## src/rtl/wfi_regs.vh

```
// Register offsets, field positions and reset values of the wake and fault interrupt flags.
//
// Behaviour
// - Bit 4 of the flag set goes to 1 whenever the bus failure status changes level.
// - Bit 3 goes to 1 when a falling edge is seen on the local wake input.
// - Bit 2 goes to 1 when a watchdog restart arrives while the watchdog is switched off.
// - Bit 1 is reserved, is never set and always reads 0.
// - Bit 0 goes to 1 when a wake-up over the bus raises an interrupt.
// - Bit 6 goes to 1 when either supply-good indication of the regulated outputs drops.
`ifndef WFI_REGS_VH
`define WFI_REGS_VH

// ----------------------------------------------------------------
// Register byte offsets
// ----------------------------------------------------------------
`define WFI_OFS_FLAGS 5'h00
`define WFI_OFS_CLEAR 5'h04
`define WFI_OFS_ENABLE 5'h08
`define WFI_OFS_LEVELS 5'h0C

// ----------------------------------------------------------------
// Flag bit positions
// ----------------------------------------------------------------
`define WFI_BIT_BUS_WAKE 0
`define WFI_BIT_RESERVED 1
`define WFI_BIT_WDOG 2
`define WFI_BIT_LOCAL_WAKE 3
`define WFI_BIT_BUS_FAIL 4
`define WFI_BIT_SUPPLY 6

// ----------------------------------------------------------------
// Widths, masks and reset values
// ----------------------------------------------------------------
`define WFI_FLAG_W 8
`define WFI_FLAG_MASK 8'h5D
`define WFI_FLAG_RST 8'h00
`define WFI_ENABLE_RST 8'h00
`define WFI_RDATA_ZERO 32'h0000_0000

`endif

```

## src/rtl/wfi_edge.v

```verilog
// Level change detector that reports rising, falling and any edge of one input.
`timescale 1ns/1ps
`default_nettype none

module wfi_edge (
    input wire clk_i,
    input wire rst_n_i,
    input wire level_i,
    output wire rise_o,
    output wire fall_o,
    output wire change_o
);

    reg prev_reg;
    reg armed_reg;

    // Remember the last level; edges are suppressed until one sample has been taken.
    always @(posedge clk_i) begin
        if (!rst_n_i) begin
            prev_reg <= 1'b0;
            armed_reg <= 1'b0;
        end else begin
            prev_reg <= level_i;
            armed_reg <= 1'b1;
        end
    end

    // Edges compare the present input with the stored level.
    assign rise_o = armed_reg & ~prev_reg & level_i;
    assign fall_o = armed_reg & prev_reg & ~level_i;
    assign change_o = rise_o | fall_o;

endmodule

`default_nettype wire

```

## src/rtl/wfi_flag.v

```verilog
// Sticky flag bank in which a set in the same cycle always wins over a clear.
`timescale 1ns/1ps
`default_nettype none

module wfi_flag #(
    parameter W = 8,
    parameter [W-1:0] MASK = {W{1'b1}}
) (
    input wire clk_i,
    input wire rst_n_i,
    input wire [W-1:0] set_i,
    input wire [W-1:0] clr_i,
    output reg [W-1:0] flags_o
);

    // Flags hold until cleared; positions outside the mask never store a one.
    always @(posedge clk_i) begin
        if (!rst_n_i) begin
            flags_o <= {W{1'b0}};
        end else begin
            flags_o <= ((flags_o & ~clr_i) | set_i) & MASK;
        end
    end

endmodule

`default_nettype wire

```

## src/rtl/wfi_top.v

```verilog
// Wake and fault interrupt flag block with an Avalon-MM register slave.
`timescale 1ns/1ps
`default_nettype none
`include "wfi_regs.vh"

module wfi_top (
    input wire CLK_I,
    input wire RST_N_I,
    // Avalon-MM slave.
    input wire [4:0] AVS_ADDRESS_I,
    input wire AVS_READ_I,
    input wire AVS_WRITE_I,
    input wire [31:0] AVS_WRITEDATA_I,
    input wire [3:0] AVS_BYTEENABLE_I,
    output wire [31:0] AVS_READDATA_O,
    output wire AVS_WAITREQUEST_O,
    // Event sources.
    input wire BUS_FAILURE_STATUS_I,
    input wire LOCAL_WAKE_I,
    input wire WDOG_RESTART_I,
    input wire WDOG_OFF_I,
    input wire BUS_WAKE_I,
    input wire PRIMARY_SUPPLY_GOOD_I,
    input wire SWITCHED_SUPPLY_GOOD_I,
    // Interrupt request to the host.
    output wire IRQ_O
);

    // ----------------------------------------------------------------
    // Address decode helper
    // ----------------------------------------------------------------

    // Four registers sit on word boundaries: flag set, clear, enable and live levels.

    // Matches a byte address against a register offset on word boundaries.
    function hit;
        input [4:0] addr;
        input [4:0] ofs;
        begin
            hit = (addr[4:2] == ofs[4:2]);
        end
    endfunction

    // ----------------------------------------------------------------
    // Declarations
    // ----------------------------------------------------------------
    reg wait_reg;
    reg [31:0] rdata_reg;
    reg [`WFI_FLAG_W-1:0] enable_reg;
    reg [`WFI_FLAG_W-1:0] reported_reg;
    reg irq_reg;
    reg [`WFI_FLAG_W-1:0] set_vec;
    reg [`WFI_FLAG_W-1:0] clr_vec;
    reg [31:0] rdata_next;
    reg [`WFI_FLAG_W-1:0] reported_next;
    wire [`WFI_FLAG_W-1:0] flags;
    wire [`WFI_FLAG_W-1:0] levels;
    wire bus_fail_change;
    wire local_wake_fall;
    wire primary_fall;
    wire switched_fall;
    wire req;
    wire done;
    wire wr_en;
    reg wait_next;
    wire rd_take;
    wire rd_done;
    wire sel_flags;
    wire sel_clear;
    wire sel_enable;
    wire sel_levels;
    wire enable_load;
    wire [`WFI_FLAG_W-1:0] pending;
    wire [`WFI_FLAG_W-1:0] rd_clear;
    wire [`WFI_FLAG_W-1:0] wr_clear;
    wire bus_failure_change_flag_set;
    wire local_wake_edge_flag_set;
    wire watchdog_restart_flag_set;
    wire bus_wake_flag_set;
    wire supply_failure_flag_set;

    // Handshake states, held in the waitrequest flip-flop itself.
    localparam HS_IDLE = 1'b1;
    localparam HS_ANSWER = 1'b0;

    // ----------------------------------------------------------------
    // Event detection
    // ----------------------------------------------------------------

    // Any change of the bus failure status is an event.
    wfi_edge u_bus_fail (
        .clk_i(CLK_I),
        .rst_n_i(RST_N_I),
        .level_i(BUS_FAILURE_STATUS_I),
        .rise_o(),
        .fall_o(),
        .change_o(bus_fail_change)
    );

    // Only a falling edge of the local wake input is an event.
    wfi_edge u_local_wake (
        .clk_i(CLK_I),
        .rst_n_i(RST_N_I),
        .level_i(LOCAL_WAKE_I),
        .rise_o(),
        .fall_o(local_wake_fall),
        .change_o()
    );

    // Loss of the primary supply-good indication.
    wfi_edge u_primary (
        .clk_i(CLK_I),
        .rst_n_i(RST_N_I),
        .level_i(PRIMARY_SUPPLY_GOOD_I),
        .rise_o(),
        .fall_o(primary_fall),
        .change_o()
    );

    // Loss of the switched supply-good indication.
    wfi_edge u_switched (
        .clk_i(CLK_I),
        .rst_n_i(RST_N_I),
        .level_i(SWITCHED_SUPPLY_GOOD_I),
        .rise_o(),
        .fall_o(switched_fall),
        .change_o()
    );

    // Any change of the bus failure status and a falling local wake edge are events.
    assign bus_failure_change_flag_set = bus_fail_change;
    assign local_wake_edge_flag_set = local_wake_fall;

    // A restart only raises its flag while the watchdog is switched off.
    assign watchdog_restart_flag_set = WDOG_RESTART_I & WDOG_OFF_I;

    // A bus wake-up is taken as a level, so a long request sets the flag each cycle.
    assign bus_wake_flag_set = BUS_WAKE_I;

    // Either supply-good indication dropping raises the same supply flag.
    assign supply_failure_flag_set = primary_fall | switched_fall;

    // Gather the event pulses into the flag layout; the reserved slot stays zero.
    always @* begin
        set_vec = `WFI_FLAG_RST;
        set_vec[`WFI_BIT_BUS_FAIL] = bus_failure_change_flag_set;
        set_vec[`WFI_BIT_LOCAL_WAKE] = local_wake_edge_flag_set;
        set_vec[`WFI_BIT_WDOG] = watchdog_restart_flag_set;
        set_vec[`WFI_BIT_RESERVED] = 1'b0;
        set_vec[`WFI_BIT_BUS_WAKE] = bus_wake_flag_set;
        set_vec[`WFI_BIT_SUPPLY] = supply_failure_flag_set;
    end

    // ----------------------------------------------------------------
    // Bus handshake
    // ----------------------------------------------------------------

    // A request is answered one edge after it is first seen.
    assign req = AVS_READ_I | AVS_WRITE_I;
    assign done = req & ~wait_reg;
    assign wr_en = done & AVS_WRITE_I & AVS_BYTEENABLE_I[0];

    // A read is captured on the edge that takes it and completes on the next one.
    assign rd_take = AVS_READ_I & wait_reg;
    assign rd_done = done & AVS_READ_I;

    // Next handshake state: a request seen while idle is answered for exactly one cycle.
    always @* begin
        wait_next = HS_IDLE;
        case (wait_reg)
            HS_IDLE: begin
                if (req) begin
                    wait_next = HS_ANSWER;
                end
            end
            HS_ANSWER: begin
                wait_next = HS_IDLE;
            end
            default: begin
                wait_next = HS_IDLE;
            end
        endcase
    end

    // Waitrequest is the state itself: it idles high and drops for the answer cycle.
    always @(posedge CLK_I) begin
        if (!RST_N_I) begin
            wait_reg <= HS_IDLE;
        end else begin
            wait_reg <= wait_next;
        end
    end

    // ----------------------------------------------------------------
    // Register select
    // ----------------------------------------------------------------

    // One select per register; the two low byte address bits are ignored.
    assign sel_flags = hit(AVS_ADDRESS_I, `WFI_OFS_FLAGS);
    assign sel_clear = hit(AVS_ADDRESS_I, `WFI_OFS_CLEAR);
    assign sel_enable = hit(AVS_ADDRESS_I, `WFI_OFS_ENABLE);
    assign sel_levels = hit(AVS_ADDRESS_I, `WFI_OFS_LEVELS);

    // ----------------------------------------------------------------
    // Read path
    // ----------------------------------------------------------------

    // Live view of the event source levels except the watchdog restart and bus wake inputs.
    assign levels = {3'b000, WDOG_OFF_I, SWITCHED_SUPPLY_GOOD_I, PRIMARY_SUPPLY_GOOD_I,
                     LOCAL_WAKE_I, BUS_FAILURE_STATUS_I};

    // Read data is captured while waitrequest is high and stands at the completing edge.
    always @* begin
        rdata_next = `WFI_RDATA_ZERO;
        reported_next = `WFI_FLAG_RST;
        if (rd_take) begin
            if (sel_flags) begin
                rdata_next[`WFI_FLAG_W-1:0] = flags;
                reported_next = flags;
            end else if (sel_enable) begin
                rdata_next[`WFI_FLAG_W-1:0] = enable_reg;
            end else if (sel_levels) begin
                rdata_next[`WFI_FLAG_W-1:0] = levels;
            end else begin
                rdata_next = `WFI_RDATA_ZERO;
            end
        end
    end

    // Hold the captured word and the set of flags it showed to the host.
    always @(posedge CLK_I) begin
        if (!RST_N_I) begin
            rdata_reg <= `WFI_RDATA_ZERO;
            reported_reg <= `WFI_FLAG_RST;
        end else if (rd_take) begin
            rdata_reg <= rdata_next;
            reported_reg <= reported_next;
        end
    end

    assign AVS_READDATA_O = rdata_reg;
    assign AVS_WAITREQUEST_O = wait_reg;

    // ----------------------------------------------------------------
    // Flag clearing
    // ----------------------------------------------------------------

    // A read of the flag set clears only what that read captured and returned.
    assign rd_clear = (rd_done && sel_flags) ? reported_reg : `WFI_FLAG_RST;

    // Ones written to the clear register drop the matching flags.
    assign wr_clear = (wr_en && sel_clear) ? AVS_WRITEDATA_I[`WFI_FLAG_W-1:0] : `WFI_FLAG_RST;

    // Only bits the host has actually seen are cleared by a read, so a flag
    // raised between capture and completion survives until the next read.
    always @* begin
        clr_vec = rd_clear | wr_clear;
    end

    // Sticky flag store; a new event in the clearing cycle keeps its bit set.
    wfi_flag #(
        .W(`WFI_FLAG_W),
        .MASK(`WFI_FLAG_MASK)
    ) u_flags (
        .clk_i(CLK_I),
        .rst_n_i(RST_N_I),
        .set_i(set_vec),
        .clr_i(clr_vec),
        .flags_o(flags)
    );

    // ----------------------------------------------------------------
    // Enable register and interrupt output
    // ----------------------------------------------------------------

    // Software selects which flags raise the interrupt line.
    assign enable_load = wr_en & sel_enable;

    // The enable register only ever holds bits that name a real flag.
    always @(posedge CLK_I) begin
        if (!RST_N_I) begin
            enable_reg <= `WFI_ENABLE_RST;
        end else if (enable_load) begin
            enable_reg <= AVS_WRITEDATA_I[`WFI_FLAG_W-1:0] & `WFI_FLAG_MASK;
        end
    end

    // Flags that software has enabled.
    assign pending = flags & enable_reg;

    // Level interrupt, high while any enabled flag is set.
    always @(posedge CLK_I) begin
        if (!RST_N_I) begin
            irq_reg <= 1'b0;
        end else begin
            irq_reg <= |pending;
        end
    end

    assign IRQ_O = irq_reg;

endmodule

`default_nettype wire

```

## config.mk

```make
export PLATFORM = sky130hd
export DESIGN_NAME = wfi_top
export DESIGN_NICKNAME = d
export VERILOG_FILES = /design/src/rtl/wfi_edge.v /design/src/rtl/wfi_flag.v /design/src/rtl/wfi_top.v
export VERILOG_INCLUDE_DIRS = /design/src /design/src/rtl
export SDC_FILE = /design/constraint.sdc
export NUM_CORES = 1
export LEC_CHECK = 0
export ABC_AREA = 1
export BUFFER_PORTS_ARGS = -buffer_cell sky130_fd_sc_hd__buf_2
export CAP_MARGIN = 20
export CORE_AREA = 4 4 61 63
export DETAILED_ROUTE_END_ITERATION = 6
export DIE_AREA = 0 0 65 67
export PLACE_DENSITY = 0.88
export SETUP_SLACK_MARGIN = 0.05
export SKIP_CTS_REPAIR_TIMING = 1
export SYNTH_ARGS = -nofsm -noshare
export SYNTH_HDL_FRONTEND = slang
export SYNTH_SLANG_ARGS = --single-unit
```

## constraint.sdc

```tcl
create_clock -name CLK_I -period 2.4 [get_ports CLK_I]
set_input_delay 0.24 -clock CLK_I [delete_from_list [all_inputs] [get_ports CLK_I]]
set_output_delay 0.24 -clock CLK_I [all_outputs]
set_load 0.005 [all_outputs]
```

; ---- Yosys cells after proc, flatten, opt, wreduce, memory -nomap -nowiden
; Cells that the tools add are included.
[op_classes]
reduce_logical = 4
n_eq_ne = 3
bitwise_logic = 31
muxes = 9
[ops]
columns = operator, n
row1 = $mux 7, 5
row2 = $and 1x1->1, 17
row3 = $and 7x7->7, 2
row4 = $or 7x7->7, 2
row5 = $reduce_or 8->1, 1
row6 = $not 7->7, 1
row7 = $eq 3x2->1 const B, 2
row8 = $not 1->1, 6
row9 = $mux 5, 1
row10 = $eq 3x1->1 const B, 1
row11 = $logic_not 3->1, 1
row12 = $or 1x1->1, 3
row13 = $logic_and 1x1->1, 2
row14 = $mux 1, 2
row15 = $pmux 1 s2, 1
[totals]
output_inout_bits = 34
reg_bits = 32
wordCells = 58
input_bits = 52

; ---- Depth between registers and ports, before layout
[depth]
depth_word = 10
ltp_mapped = 7
mapped_depth_nobuf = 7

; ---- Modules after synthesis
; From an unflattened synthesis, not the netlist that was laid out.
[unflattened]
cells_unflattened = 269
hier_area_um2 = 1840.5
[by_module_without_submodules]
columns = mod, cells_per_inst, area_per_inst_um2, seq_area_each_um2, n_inst
row1 = wfi_top, 195, 1323.8, 420.4, 1
row2 = wfi_edge, 11, 76.3, 40.0, 4
row3 = wfi_flag, 30, 211.5, 100.1, 1

; ---- Worst setup path before layout
; No wires, ideal clock.
[synth_path]
kind = flip-flop to flip-flop
startpoint = register wait_reg (netlist: AVS_WAITREQUEST_O)
endpoint = register enable_reg[0]
arrival_ps = 935
setup_ps = 113
path_slack_ps = 1352
n_path_buf = 0
synth_period_minus_slack_ps = 1048
stages_incl_launch_ff = 7
required_time_ps = 2287
path_cell_list = dfxtp_1 inv_1 nand3_1 nor3_4 inv_2 nor2_1 nor2_1
[synth_between]
elab_chain_cells = 5
[synth_lines]
columns = element, line
row1 = from (decl), wfi_top.v:47  ; reg wait_reg;
row2 = from (signal assigned), wfi_top.v:190  ; wait_reg <= wait_next;
row3 = $not 1->1, wfi_top.v:160  ; assign done = req & ~wait_reg;
row4 = $and 1x1->1, wfi_top.v:160
row5 = $and 1x1->1 (2 in series), wfi_top.v:161  ; assign wr_en = done & AVS_WRITE_I & AVS_BYTEENABLE_I[0];
row6 = $and 1x1->1, wfi_top.v:277  ; assign enable_load = wr_en & sel_enable;
row7 = to (signal assigned), wfi_top.v:282  ; enable_reg <= `WFI_ENABLE_RST;
row8 = to (signal assigned), wfi_top.v:284  ; enable_reg <= AVS_WRITEDATA_I[`WFI_FLAG_W-1:0] & `WFI_FLAG_MASK;
row9 = to (decl), wfi_top.v:49  ; reg [`WFI_FLAG_W-1:0] enable_reg;
; No other way between the ends.
; A chain may end at the register's enable or synchronous reset.

; ---- Final worst setup path
[layout_path]
startpoint = register wait_reg (netlist: AVS_WAITREQUEST_O)
endpoint = register enable_reg[3]
; Same word-level chain as after synthesis.

==> qor.csv <==
metric;value;unit
final setup TNS;0;ps
initial core utilization;0.424;
unique cell type count in the Yosys netlist;22;
clk buf depth;2;
Setup Crit Path Kind;flip-flop to flip-flop;
GR Util All Layers;0.137;
Max Cap Viol;0;
num ports;86;
initial antenna violation count;0;
cell count after synthesis;190;
Vias;1155;
gpl congestion;0.859;
ys async rst share;0;
die width;65;um
CTS root buf;clkbuf_4;
critical path capture point type;flip-flop;
number of global-route vias before repair;1092;
first-pass GRT wire length;4580;um
area of the core;3230;um^2
Vert. Die Dim;67;um
P&R area growth vs syn;8.23;%
max reg flops;6;
CTS H-tree depth;1;
Post-synth EDFFs;0;
Max Freq;841;MHz
setup repair after global routing missed its margin;no;
Detail Route Antenna Nets;0;
Ys Warns;0;
Crit Path Max Fanout;6;
final setup vio count;0;
IO Port Bufs;27;
Synth Flop Type;dfxtp_1;
hold crit path type;input port to flip-flop;
leakage power;0.000737;uW
# clock sinks;28;
Critical Path AT;1430;ps
post-synthesis sequential area ratio;0.410;
post-synthesis register bit count;28;
Clk Latency, worst-skew pair;330;ps
die area;4360;um^2
commonest cells after routing, fill and taps aside;41 x nand2_1, 28 x dfxtp_1, 27 x buf_2;
maximum VDD drop;0.210;mV
Startpoint Class;flip-flop;
# diodes;0;
Final #Nets;270;
Clock Pin Slew Worst Setup and Hold Paths;150;ps
Vias/cell;4.39;
synthesized area;1370;um^2
final hold slack;110;ps
Final period util;0.495;
pwr/cell area;565;nW/um^2
gr ovfl total;0;
CTS Buf Count;3;
DRC violations left;0;
min Tclk post-route;1190;ps
1st-iter DRT viols;37;
num rows;21;
clk_skew;2.86;ps
layout cells sized above 1;0.184;
FILL cells;367;
Avg Cell Area, Syn;7.20;um^2
routed len/inst;11.0;um
TritonRoute pass-1 iters;4;
Slew Viols, Final;0;
WL final;2890;um
Data required, critical path;2640;ps
most common library cell in the layout ignoring fill and taps;nand2_1;
CTS tree;built;
largest net degree at the start of global routing;23;
Fin. Hold Viols;0;
DP HPWL;2190;um
status;complete, no violations;
area by class of cell:
type                    instances  area (um^2)  share of cell area
well taps                      46         57.6              0.0389
repair buffers                 27          135              0.0912
multi-input cells             141          628               0.424
flip-flops and latches         28          561               0.378
clock buffers                   4         36.3              0.0245
inverters                      17         63.8              0.0431
worst max-delay path, cell delays in order (launching register included):
cell and delay (ps):
dfxtp_1 370, inv_1 60, nand3_1 140, nor3_4 280, inv_2 100, nor2_1 100
nor2_1 50
routing by layer:
layer	global-route usage	part of all wire	up-vias
met2	0.234	0.45	42
li1	-	-	613
met1	0.158	0.46	495
met4	0.0660	0.015	0
met5	0	0	-
met3	0.0354	0.069	5
per-stage QoR:
step	power [uW]	worst slack (ps)	instance area [um^2]	std cells	util
detailed placement	613	1180	1450	259	0.447
global route	876	1080	1480	263	0.458
CTS	842	1210	1480	263	0.458
global placement	610	1220	1450	259	0.447
floorplan	602	1350	1460	215	-
finish	837	1210	1480	263	0.458
power breakdown:
| group | leakage [uW] | switching [uW] | internal, uW |
|---|---|---|---|
| registers | 0.000230 | 12.9 | 488 |
| clock network | 0.0000210 | 140 | 93.0 |
| logic | 0.000486 | 67.0 | 36.3 |
kinds of logic after synthesis:
family          count (synthesis)  synth area share
compound gates                 31             0.119
buf+inv                        46             0.200
flops                          28             0.410
other cells                     1           0.00274
simple gates                   84             0.269
Yosys cell counts, types with 2 or more instances:
cell type	count	area (um^2)
inv_2	4	15.0
buf_4	27	203
o21ai_1	7	35.0
dfxtp_1	28	561
nor2_2	3	18.8
inv_1	13	48.8
nand2_1	41	154
nand3_1	9	45.0
a21oi_1	11	55.1
clkbuf_1	2	7.51
nand4_1	5	31.3
nor2_1	22	82.6
o21ai_0	9	45.0
final timing paths:
| kind | start | to | slack [ps] | cells past startpoint |
|---|---|---|---|---|
| hold / removal | SWITCHED_SUPPLY_GOOD_I | u_switched.prev_reg | 110 | 3 |
| setup / recovery | AVS_WAITREQUEST_O | enable_reg[3] | 1210 | 6 |
| setup reg to reg | AVS_WAITREQUEST_O | enable_reg[3] | 1210 | 6 |
| hold reg to reg | u_local_wake.prev_reg | u_flags.flags_o[3] | 490 | 2 |
Power figures use the tool's default switching activity.
